[config.mk]
export PLATFORM = sky130hd
export DESIGN_NAME = clf_custom_logic_block
export DESIGN_NICKNAME = d
export VERILOG_FILES = /design/src/clf_pkg.sv /design/src/clf_table_stage.sv /design/src/clf_custom_logic_block.sv
export VERILOG_INCLUDE_DIRS = /design/src
export SDC_FILE = /design/constraint.sdc
export NUM_CORES = 1
export LEC_CHECK = 0
export ABC_AREA = 0
export BUFFER_PORTS_ARGS = -buffer_cell sky130_fd_sc_hd__buf_2
export CAP_MARGIN = 25
export CORE_MARGIN = 2
export CORE_UTILIZATION = 32
export DETAILED_ROUTE_END_ITERATION = 16
export GPL_ROUTABILITY_DRIVEN = 1
export SYNTH_ARGS = -nofsm -noshare
export SYNTH_HDL_FRONTEND = slang
export SYNTH_SLANG_ARGS = --single-unit
[constraint.sdc]
create_clock -name hclk -period 5.4 [get_ports hclk]
set_input_delay 0.81 -clock hclk [delete_from_list [all_inputs] [get_ports hclk]]
set_output_delay 0.81 -clock hclk [all_outputs]
set_load 0.05 [all_outputs]
[src/clf_defs.svh]
// Purpose: Register indexes, field positions and input numbering for the
//          custom logic block.
// Assumes: Byte address of a register is four times its index.
// Notes:   Definitions only, shared by the two design modules.
`ifndef CLF_DEFS_SVH
`define CLF_DEFS_SVH

// Register indexes (byte address = index * 4)
`define CLF_IDX_CTRLA      8'h00
`define CLF_IDX_SEQCTRL    8'h01
`define CLF_IDX_LUT_BASE   8'h05
`define CLF_IDX_LUT_STEP   8'h04
`define CLF_IDX_STATUS     8'h10
`define CLF_IDX_NONE       8'hFF

// Offsets of a table's registers from its base index
`define CLF_LUT_OFF_A      8'h00
`define CLF_LUT_OFF_B      8'h01
`define CLF_LUT_OFF_C      8'h02
`define CLF_LUT_OFF_TRUTH  8'h03

// Field positions
`define CLF_BIT_EN         0
`define CLF_BIT_RUNSTDBY   6
`define CLF_BIT_EDGE       7
`define CLF_BIT_CLKSEL     6
`define CLF_FILT_HI        5
`define CLF_FILT_LO        4
`define CLF_BIT_OUTEN      3

// Numbering of the asynchronous inputs after synchronisation
`define CLF_PINS_PER_TABLE 3
`define CLF_AIN_EVENT_A    6
`define CLF_AIN_EVENT_B    7
`define CLF_AIN_PERIPH     8

`endif

[src/clf_pkg.sv]
// Purpose: Types of the custom logic block.
// Assumes: Enum values follow the order of the field encodings.
// Notes:   All state of each design module is one packed struct from here.
package clf_pkg;

  typedef enum logic [3:0] {
    CLF_SEQUENCER_OFF,
    CLF_SEQUENCER_GATED_D_FLOP,
    CLF_SEQUENCER_SET_RESET_TOGGLE_FLOP,
    CLF_SEQUENCER_GATED_TRANSPARENT_LATCH,
    CLF_SEQUENCER_SET_CLEAR_LATCH
  } clf_sequencer_e;

  typedef enum logic [1:0] {
    CLF_FILTER_OFF,
    CLF_FILTER_SYNCHRONISER,
    CLF_FILTER_SPIKE,
    CLF_FILTER_RESERVED
  } clf_filter_e;

  typedef enum logic [3:0] {
    CLF_IN_MASK,
    CLF_IN_FEEDBACK,
    CLF_IN_LINK,
    CLF_IN_EVENT_A,
    CLF_IN_EVENT_B,
    CLF_IN_PIN,
    CLF_IN_PERIPH0,
    CLF_IN_PERIPH1,
    CLF_IN_PERIPH2,
    CLF_IN_PERIPH3
  } clf_insel_e;

  typedef struct packed {
    logic       edge_detect_on;
    logic       table_clock_select;
    logic [1:0] output_filter_select;
    logic       outen;
    logic       enable;
    logic [3:0] table_input2_select;
    logic [3:0] table_input1_select;
    logic [3:0] table_input0_select;
    logic [7:0] truth_value;
  } clf_table_cfg_s;

  typedef struct packed {
    logic                 glob_en;
    logic                 runstdby;
    logic [3:0]           sequencer_function_select;
    clf_table_cfg_s [1:0] tab;
    logic [11:0]          sync1;
    logic [11:0]          sync2;
    logic [11:0]          sync3;
    logic [11:0]          stab;
    logic [1:0]           in2_prev;
    logic [1:0]           lut_raw;
    logic                 sequencer_q;
    logic                 clear_hold;
    logic                 dphase;
    logic                 dwrite;
    logic                 rd_pend;
    logic [7:0]           didx;
    logic [31:0]          hrdata;
    logic                 hreadyout;
    logic                 hresp;
    logic [1:0]           table_out;
    logic [1:0]           table_out_oe;
  } clf_state_s;

  typedef struct packed {
    logic s1;
    logic s2;
    logic s3;
    logic filt;
    logic edge_prev;
    logic pulse;
  } clf_stage_s;

endpackage

[src/clf_table_stage.sv]
// Purpose: Output stage of one table: synchroniser, spike filter, edge pulse.
// Assumes: tick marks a rising edge of the table clock, high every cycle
//          when the table runs on the bus clock.
// Notes:   Reserved filter code behaves as filter off.
`timescale 1ns/1ps
`include "clf_defs.svh"
module clf_table_stage (
  input  wire logic       hclk,
  input  wire logic       hresetn,
  input  wire logic       enable,
  input  wire logic       tick,
  input  wire logic [1:0] output_filter_select,
  input  wire logic       edge_detect_on,
  input  wire logic       raw,
  output logic            stage_out
);
  clf_pkg::clf_stage_s q;
  clf_pkg::clf_stage_s nxt;
  logic                mid;

  // Last enabled stage before the edge detector
  assign mid = (output_filter_select == clf_pkg::CLF_FILTER_SYNCHRONISER)
               ? q.s2
               : (output_filter_select == clf_pkg::CLF_FILTER_SPIKE)
               ? q.filt : raw;
  assign stage_out = edge_detect_on ? q.pulse : mid;

  // Pipeline advances only on table clock edges
  always_comb begin
    nxt = q;
    if (!enable) begin
      nxt = '0;
    end else if (tick) begin
      nxt.s1 = raw;
      nxt.s2 = q.s1;
      nxt.s3 = q.s2;
      // Three equal samples before the gated flop takes the value
      if (q.s1 == q.s2 && q.s2 == q.s3) begin
        nxt.filt = q.s3;
      end
      nxt.edge_prev = mid;
      nxt.pulse     = mid & ~q.edge_prev;
    end
  end

  always_ff @(posedge hclk or negedge hresetn) begin
    if (!hresetn) begin
      q <= '0;
    end else begin
      q <= nxt;
    end
  end
endmodule

[src/clf_custom_logic_block.sv]
// Purpose: Two three-input tables with output stages and a shared pair
//          sequencer, configured over an AHB-Lite slave.
// Assumes: 100 MHz hclk; pins, events and peripheral lines are asynchronous.
// Notes:   Reads take one wait state so they always see the last write.
// How it works
// - Pair configuration other than truth values and enable bits changes only while the even table is off.
// - Protected bits go in with enable-to-one, or with enable-to-zero only to a table already off.
// - Global enable bit switches the whole block on and off.
// - Each table has its own on/off bit.
// - Output is truth bit indexed by inputs, input 2 most significant.
// - Masked or unused inputs read as low.
// - Feedback input gives the pair sequencer output to both tables.
// - Link input gives the next table's output, wrapping to table zero.
// - Two event lines are selectable inputs; route events first.
// - Pin input takes the pin tied to that table and input index.
// - With no filter the output follows the table logic directly.
// - Synchroniser delays the output by two table clock edges.
// - Filter passes values held over three edges, delay four edges.
// - Filter and edge state clear one cycle after table switch-off.
// - Edge detector pulses on rising edges; invert truth for falling.
// - One sequencer per pair, function set by the select field.
// - Sequencer takes the last enabled stage of each table path.
// - Sequencer flops run on the even table's clock, rising edge; latches on every bus clock.
// - Even table off clears the sequencer, clear held one cycle.
// - Gated D flop: capture D while gate high, else hold.
// - J/K: hold, clear, set, toggle on each clock edge.
// - Gated latch follows D while gate high, holds when low.
// - Set/clear latch: hold, clear, set; both high forbidden.
// - Select codes: off, D flop, J/K, D latch, set/clear latch.
// - Filter codes: off, synchroniser, filter, reserved.
// - Clock select makes input 2 the table clock, low in truth.
`timescale 1ns/1ps
`include "clf_defs.svh"
module clf_custom_logic_block (
  input  wire logic        hclk,
  input  wire logic        hresetn,
  input  wire logic        hsel,
  input  wire logic [31:0] haddr,
  input  wire logic [1:0]  htrans,
  input  wire logic        hwrite,
  input  wire logic [2:0]  hsize,
  input  wire logic [31:0] hwdata,
  input  wire logic        hready,
  output logic      [31:0] hrdata,
  output logic             hreadyout,
  output logic             hresp,
  input  wire logic [5:0]  table_pin_in,
  input  wire logic        event_line_a,
  input  wire logic        event_line_b,
  input  wire logic [3:0]  periph_in,
  output logic      [1:0]  table_out,
  output logic      [1:0]  table_out_oe,
  output logic             pair_sequencer_output
);
  clf_pkg::clf_state_s q;
  clf_pkg::clf_state_s nxt;
  logic [11:0]         ain;
  logic [1:0]          eff_en;
  logic [1:0]          tick;
  logic [1:0]          stage_out;
  logic [1:0]          lut_now;

  // Index of a table register, used by both read and write decode
  function automatic logic [7:0] idx_of(input int n, input logic [7:0] off);
    idx_of = 8'(`CLF_IDX_LUT_BASE + 8'(n) * `CLF_IDX_LUT_STEP + off);
  endfunction

  // Input select field of one table input
  function automatic logic [3:0] insel_of(
    input clf_pkg::clf_table_cfg_s c, input int i);
    insel_of = (i == 0) ? c.table_input0_select
             : (i == 1) ? c.table_input1_select : c.table_input2_select;
  endfunction

  // Source of one table input; unknown codes fall to low
  function automatic logic pick_input(
    input logic [3:0] sel, input int n, input int i,
    input logic [11:0] stab, input logic fb, input logic link);
    pick_input = 1'b0;
    case (sel)
      clf_pkg::CLF_IN_FEEDBACK: pick_input = fb;
      clf_pkg::CLF_IN_LINK:     pick_input = link;
      clf_pkg::CLF_IN_EVENT_A:  pick_input = stab[`CLF_AIN_EVENT_A];
      clf_pkg::CLF_IN_EVENT_B:  pick_input = stab[`CLF_AIN_EVENT_B];
      clf_pkg::CLF_IN_PIN:
        pick_input = stab[n * `CLF_PINS_PER_TABLE + i];
      clf_pkg::CLF_IN_PERIPH0:  pick_input = stab[`CLF_AIN_PERIPH];
      clf_pkg::CLF_IN_PERIPH1:  pick_input = stab[`CLF_AIN_PERIPH + 1];
      clf_pkg::CLF_IN_PERIPH2:  pick_input = stab[`CLF_AIN_PERIPH + 2];
      clf_pkg::CLF_IN_PERIPH3:  pick_input = stab[`CLF_AIN_PERIPH + 3];
      default:                  pick_input = 1'b0;
    endcase
  endfunction

  // Register read decode; unmapped indexes read zero
  function automatic logic [31:0] read_reg(
    input logic [7:0] idx, input clf_pkg::clf_state_s s);
    logic [31:0] r;
    r = '0;
    if (idx == `CLF_IDX_CTRLA) begin
      r[`CLF_BIT_EN]       = s.glob_en;
      r[`CLF_BIT_RUNSTDBY] = s.runstdby;
    end else if (idx == `CLF_IDX_SEQCTRL) begin
      r[3:0] = s.sequencer_function_select;
    end else if (idx == `CLF_IDX_STATUS) begin
      r[4:0] = {s.table_out, s.sequencer_q, s.lut_raw};
    end
    for (int n = 0; n < 2; n++) begin
      if (idx == idx_of(n, `CLF_LUT_OFF_A)) begin
        r[`CLF_BIT_EDGE]                  = s.tab[n].edge_detect_on;
        r[`CLF_BIT_CLKSEL]                = s.tab[n].table_clock_select;
        r[`CLF_FILT_HI:`CLF_FILT_LO]      = s.tab[n].output_filter_select;
        r[`CLF_BIT_OUTEN]                 = s.tab[n].outen;
        r[`CLF_BIT_EN]                    = s.tab[n].enable;
      end else if (idx == idx_of(n, `CLF_LUT_OFF_B)) begin
        r[7:0] = {s.tab[n].table_input1_select,
                  s.tab[n].table_input0_select};
      end else if (idx == idx_of(n, `CLF_LUT_OFF_C)) begin
        r[3:0] = s.tab[n].table_input2_select;
      end else if (idx == idx_of(n, `CLF_LUT_OFF_TRUTH)) begin
        r[7:0] = s.tab[n].truth_value;
      end
    end
    read_reg = r;
  endfunction

  assign ain = {periph_in, event_line_b, event_line_a, table_pin_in};

  // Per-table input selection, truth lookup and output stage
  for (genvar n = 0; n < 2; n++) begin : g_tab
    logic [2:0] tin;
    for (genvar i = 0; i < 3; i++) begin : g_in
      assign tin[i] = pick_input(insel_of(q.tab[n], i), n, i, q.stab,
                                 q.sequencer_q, q.lut_raw[(n + 1) % 2]);
    end
    assign eff_en[n] = q.glob_en & q.tab[n].enable;
    // Input 2 as table clock: a rising edge of its settled value
    assign tick[n] = q.tab[n].table_clock_select
                     ? (tin[2] & ~q.in2_prev[n]) : 1'b1;
    assign lut_now[n] = eff_en[n] & q.tab[n].truth_value[
      {tin[2] & ~q.tab[n].table_clock_select, tin[1], tin[0]}];
    clf_table_stage u_stage (
      .hclk                 (hclk),
      .hresetn              (hresetn),
      .enable               (eff_en[n]),
      .tick                 (tick[n]),
      .output_filter_select (q.tab[n].output_filter_select),
      .edge_detect_on       (q.tab[n].edge_detect_on),
      .raw                  (lut_now[n]),
      .stage_out            (stage_out[n])
    );
  end

  // Whole next state: bus, configuration, synchronisers, sequencer, outputs
  always_comb begin
    nxt = q;
    // Three-flop synchroniser; a change counts once stages 2 and 3 agree
    nxt.sync1 = ain;
    nxt.sync2 = q.sync1;
    nxt.sync3 = q.sync2;
    nxt.stab  = (q.stab & (q.sync2 ^ q.sync3))
              | (q.sync3 & ~(q.sync2 ^ q.sync3));
    nxt.in2_prev = {g_tab[1].tin[2], g_tab[0].tin[2]};
    // Registered raw value breaks the loop two linked tables would make
    nxt.lut_raw = lut_now;

    // Bus address phase; reads get one wait state
    nxt.dphase    = 1'b0;
    nxt.rd_pend   = 1'b0;
    nxt.hreadyout = 1'b1;
    nxt.hresp     = 1'b0;
    if (q.rd_pend) begin
      nxt.hrdata = read_reg(q.didx, q);
    end
    if (hsel && htrans[1] && hready) begin
      nxt.dphase = 1'b1;
      nxt.dwrite = hwrite;
      nxt.didx   = (haddr[31:10] == 22'h0) ? haddr[9:2] : `CLF_IDX_NONE;
      if (!hwrite) begin
        nxt.rd_pend   = 1'b1;
        nxt.hreadyout = 1'b0;
      end
    end

    // Write data phase with enable protection of the pair
    if (q.dphase && q.dwrite) begin
      if (q.didx == `CLF_IDX_CTRLA) begin
        nxt.glob_en  = hwdata[`CLF_BIT_EN];
        nxt.runstdby = hwdata[`CLF_BIT_RUNSTDBY];
      end else if (q.didx == `CLF_IDX_SEQCTRL) begin
        if (!q.tab[0].enable) begin
          nxt.sequencer_function_select = hwdata[3:0];
        end
      end
      for (int n = 0; n < 2; n++) begin
        if (q.didx == idx_of(n, `CLF_LUT_OFF_A)) begin
          nxt.tab[n].enable = hwdata[`CLF_BIT_EN];
          // Applied only if the pair is off and this is not a switch-off
          if (!q.tab[0].enable &&
              (hwdata[`CLF_BIT_EN] || !q.tab[n].enable)) begin
            nxt.tab[n].edge_detect_on     = hwdata[`CLF_BIT_EDGE];
            nxt.tab[n].table_clock_select = hwdata[`CLF_BIT_CLKSEL];
            nxt.tab[n].output_filter_select =
              hwdata[`CLF_FILT_HI:`CLF_FILT_LO];
            nxt.tab[n].outen = hwdata[`CLF_BIT_OUTEN];
          end
        end else if (q.didx == idx_of(n, `CLF_LUT_OFF_B)) begin
          if (!q.tab[0].enable) begin
            nxt.tab[n].table_input1_select = hwdata[7:4];
            nxt.tab[n].table_input0_select = hwdata[3:0];
          end
        end else if (q.didx == idx_of(n, `CLF_LUT_OFF_C)) begin
          if (!q.tab[0].enable) begin
            nxt.tab[n].table_input2_select = hwdata[3:0];
          end
        end else if (q.didx == idx_of(n, `CLF_LUT_OFF_TRUTH)) begin
          nxt.tab[n].truth_value = hwdata[7:0];
        end
      end
    end

    // Pair sequencer, flops on the even table's clock, inputs from the stages
    if (!eff_en[0]) begin
      nxt.sequencer_q = 1'b0;
      nxt.clear_hold  = 1'b1;
    end else if (q.clear_hold) begin
      nxt.sequencer_q = 1'b0;
      nxt.clear_hold  = 1'b0;
    end else begin
      case (q.sequencer_function_select)
        clf_pkg::CLF_SEQUENCER_GATED_D_FLOP: begin
          if (tick[0] && stage_out[1]) begin
            nxt.sequencer_q = stage_out[0];
          end
        end
        clf_pkg::CLF_SEQUENCER_SET_RESET_TOGGLE_FLOP: begin
          if (tick[0]) begin
            case ({stage_out[0], stage_out[1]})
              2'b01:   nxt.sequencer_q = 1'b0;
              2'b10:   nxt.sequencer_q = 1'b1;
              2'b11:   nxt.sequencer_q = ~q.sequencer_q;
              default: nxt.sequencer_q = q.sequencer_q;
            endcase
          end
        end
        clf_pkg::CLF_SEQUENCER_GATED_TRANSPARENT_LATCH: begin
          // Latches follow every bus clock, not the table clock
          if (stage_out[1]) begin
            nxt.sequencer_q = stage_out[0];
          end
        end
        clf_pkg::CLF_SEQUENCER_SET_CLEAR_LATCH: begin
          // Forbidden both-high case simply holds
          if (stage_out[0] ^ stage_out[1]) begin
            nxt.sequencer_q = stage_out[0];
          end
        end
        default: nxt.sequencer_q = 1'b0;
      endcase
    end

    // Even output carries the sequencer when one is selected
    nxt.table_out[0] = eff_en[0] &
      ((q.sequencer_function_select != clf_pkg::CLF_SEQUENCER_OFF)
       ? q.sequencer_q : stage_out[0]);
    nxt.table_out[1] = eff_en[1] & stage_out[1];
    for (int n = 0; n < 2; n++) begin
      nxt.table_out_oe[n] = eff_en[n] & q.tab[n].outen;
    end
  end

  always_ff @(posedge hclk or negedge hresetn) begin
    if (!hresetn) begin
      q           <= '0;
      q.hreadyout <= 1'b1;
    end else begin
      q <= nxt;
    end
  end

  assign hrdata                = q.hrdata;
  assign hreadyout             = q.hreadyout;
  assign hresp                 = q.hresp;
  assign table_out             = q.table_out;
  assign table_out_oe          = q.table_out_oe;
  assign pair_sequencer_output = q.sequencer_q;
endmodule

==> results_dict.tcl <==
set metrics [dict create \
    detailed_place_hpwl_um 12500 \
    worstHoldPathType "reg2reg" \
    slew_viol_final 0 \
    drt_first_pass_iters 5 \
    ys_types 66 \
    rr_endpoint "pair_sequencer_output$_DFFE_PN0P_" \
    yosys.area.top_type "sky130_fd_sc_hd__dfrtp_1" \
    finalCriticalPeriod_ps 3990 \
    final_nets 749 \
    postLayoutCoreUtil 0.379 \
    place_congestion 0.900 \
    worstReg2RegStart "q[137]$_DFFE_PN0P_" \
    slew-limit-headroom 0.254 \
    syn_area_per_cell_sq_um 11.5 \
    totalPowerFinal_mw 2.59 \
    timing.max_cap.violations 0 \
    detailedPlace.worstSlack_ps 1490 \
    setup_viol_count_final 0 \
    crit_path_end "pair_sequencer_output$_DFFE_PN0P_" \
    synth-seq-cells 148 \
    post-route-cell-area_sq_um 8020 \
    cts.htree.levels 4 \
    gr-total-overflow 0 \
    fp-row-count 53 \
    worst-endpoint-required_ps 5750 \
    via_per_inst 5.21 \
    holdCritStartpoint "nxt[87]$_DFF_PN0_" \
    finalNonFillerCells 948 \
    syn_inst 602 \
    synth.cell_area_sq_um 6940 \
    gr-usage-all-layers 0.165 \
    ys_seq_area_frac 0.534 \
    fmax_ghz 0.250 \
    synth_enable_flop_cells 0 \
    setup.worst_path.class "reg2reg" \
    rsz0062_at_grt "false" \
    clk_latency_ps 430 \
    die_h_um 151 \
    antenna_found_initial 0 \
    drt_drc_violations_left 0 \
    antenna-diode-count 0 \
    timing_hold_violations_final 0 \
    ir_worst_vdd_v 0.000228 \
    portBuffers 69 \
    route.vias.total 4943 \
    layout_worst_path_cycle_share 0.739 \
    placedCellCount 916 \
    rrSetupSlack_ps 1410 \
    tritoncts "built" \
    cts.repair.resized 0 \
    prevailing_post_synth_register_cell "sky130_fd_sc_hd__dfrtp_1" \
    grt_first_pass_wirelength_um 28200 \
    final_cell_mix "sky130_fd_sc_hd__dfrtp_1, sky130_fd_sc_hd__buf_2, sky130_fd_sc_hd__mux2_2" \
    worst_setup_hold_path_clk_slew_ps 70 \
    critPathArrivalTime_ps 4340 \
    cts.sink_count 148 \
    endpoint_class_of_the_critical_path "flop" \
    finClkSkew_ps 11.4 \
    root_buffer_selected_by_cts "sky130_fd_sc_hd__clkbuf_16" \
    grt_pass1_vias 4802 \
    yosysWarningCount 0 \
    ff2ff_path_depth 13 \
    synth.top_cells.by_area "sky130_fd_sc_hd__dfrtp_1, sky130_fd_sc_hd__mux2_2, sky130_fd_sc_hd__buf_4" \
    layout_cells_sized_above_1 0.264 \
    die_width_um 151 \
    core_region_area_sq_um 21200 \
    worst_case_hold_slack_ps 348 \
    path_max_fanout 6 \
    drt.antenna.violating_nets 0 \
    cts_buffers 17 \
    drt_wl_total_um 17800 \
    drt_first_iter_violations 449 \
    pin_count 125 \
    ctsLongestPathBuffers 2 \
    cell_area_power_density_nw_per_um2 323 \
    ffs_w_async_s_r_synth 1.00 \
    setup.worst_path.start_class "flop" \
    die-area_sq_um 22900 \
    grt_max_degree 102 \
    worstMarginPinSlew_ps 1110 \
    setup_ws_ps 1410 \
    worstSetupStartpoint "q[137]$_DFFE_PN0P_" \
    final_common_cell "sky130_fd_sc_hd__dfrtp_1" \
    wire_per_inst_um 18.8 \
    instance_area_at_placement_sq_um 7390 \
    fillCellCount 2096 \
    area_delta_synth_final_pct 15.5 \
    postCtsSetupBuffers 0 \
    netlist.area_leader.share 0.530 \
    static-leakage-power_nw 3.55 \
    start_util 0.328 \
    status "completed" \
    cts.hold.buffers_added 0 \
    setup_tns_ps 0 \
]
## Yosys cell counts, types with 4 or more instances
| cell type | instances |
|---|---|
| sky130_fd_sc_hd__a22oi_1 | 8 |
| sky130_fd_sc_hd__dfrtp_1 | 147 |
| sky130_fd_sc_hd__clkbuf_1 | 17 |
| sky130_fd_sc_hd__nor3_1 | 5 |
| sky130_fd_sc_hd__a222oi_1 | 6 |
| sky130_fd_sc_hd__a21oi_1 | 17 |
| sky130_fd_sc_hd__o31ai_1 | 5 |
| sky130_fd_sc_hd__o22ai_1 | 7 |
| sky130_fd_sc_hd__nand2_1 | 43 |
| sky130_fd_sc_hd__nand4_1 | 4 |
| sky130_fd_sc_hd__mux2i_1 | 24 |
| sky130_fd_sc_hd__nand3_1 | 9 |
| sky130_fd_sc_hd__mux2_2 | 58 |
| sky130_fd_sc_hd__nor2b_1 | 12 |
| sky130_fd_sc_hd__o22a_1 | 8 |
| sky130_fd_sc_hd__mux4_2 | 6 |
| sky130_fd_sc_hd__nand2b_1 | 10 |
| sky130_fd_sc_hd__inv_1 | 19 |
| sky130_fd_sc_hd__maj3_1 | 12 |
| sky130_fd_sc_hd__nor2_1 | 38 |
| sky130_fd_sc_hd__buf_4 | 37 |
| sky130_fd_sc_hd__nor4_1 | 9 |
| sky130_fd_sc_hd__and3_1 | 10 |
| sky130_fd_sc_hd__o21ai_0 | 26 |
| sky130_fd_sc_hd__a31oi_1 | 6 |
## cell families (layout without fill, tap and decap cells)
group	after synthesis	after routing	synth area share
buffers and inverters	76	123	0.0622
other	1	25	0.000540
xor gates and xnor gates	2	2	0.00252
AOI/OAI and AO/OA	114	114	0.115
DFF	148	148	0.534
muxes	89	89	0.150
adders and majority gates	14	14	0.0209
and+or+nand+nor	158	158	0.115
## report_power, final
group	internal [mW]	total, mW	switching, mW
logic	0.0576	0.197	0.139
registers	1.15	1.19	0.0397
clock network	0.711	1.20	0.491
## final cells by class
cell class	instances	area, sq um	share of cell area
flip-flops and latches	148	3700	0.462
clock buffers	19	453	0.0565
inverters	19	71.3	0.00890
clock inverters	12	145	0.0181
well taps	275	344	0.0429
repair buffers	73	402	0.0501
multi-input cells	402	2900	0.361
## registers in the layout (all words and copies together) (netlist names), named ones only
register and flops:
nxt 24, g_tab.u_stage.q 12, q 86, hrdata 8
hreadyout 1, table_out_oe 2, pair_sequencer_output 1, table_out 2
## routing by layer
| layer | GRT usage | up-vias | routed length (um) |
|---|---|---|---|
| li1 | - | 2271 | - |
| met1 | 0.237 | 2493 | 8030 |
| met2 | 0.244 | 152 | 8390 |
| met3 | 0.0343 | 27 | 960 |
| met4 | 0.0645 | 0 | 456 |
| met5 | 0 | - | 0 |
## how the worst min path moves through the flow
stage,to,cells after the start,slack (ps)
final,nxt[75]$_DFF_PN0_,0,350
after global routing,nxt[78]$_DFF_PN0_,0,360
after CTS,nxt[72]$_DFF_PN0_,0,350
after detailed placement,nxt[72]$_DFF_PN0_,0,330
after global placement,nxt[78]$_DFF_PN0_,0,330
after floorplan,nxt[67]$_DFF_PN0_,0,330
## critical path, cell delays in order, from the launching register on
cell and delay, ps:
sky130_fd_sc_hd__dfrtp_1 490, sky130_fd_sc_hd__mux2_2 360, sky130_fd_sc_hd__and3_1 170, sky130_fd_sc_hd__o41ai_1 830
sky130_fd_sc_hd__mux2_2 450, sky130_fd_sc_hd__a21o_2 240, sky130_fd_sc_hd__o21bai_1 250, sky130_fd_sc_hd__inv_1 70
sky130_fd_sc_hd__ha_1 190, sky130_fd_sc_hd__nor2_1 80, sky130_fd_sc_hd__mux2i_1 70, sky130_fd_sc_hd__or4_1 440
sky130_fd_sc_hd__o31a_1 130, sky130_fd_sc_hd__o22ai_1 140
(Power assumes the default switching activity.)
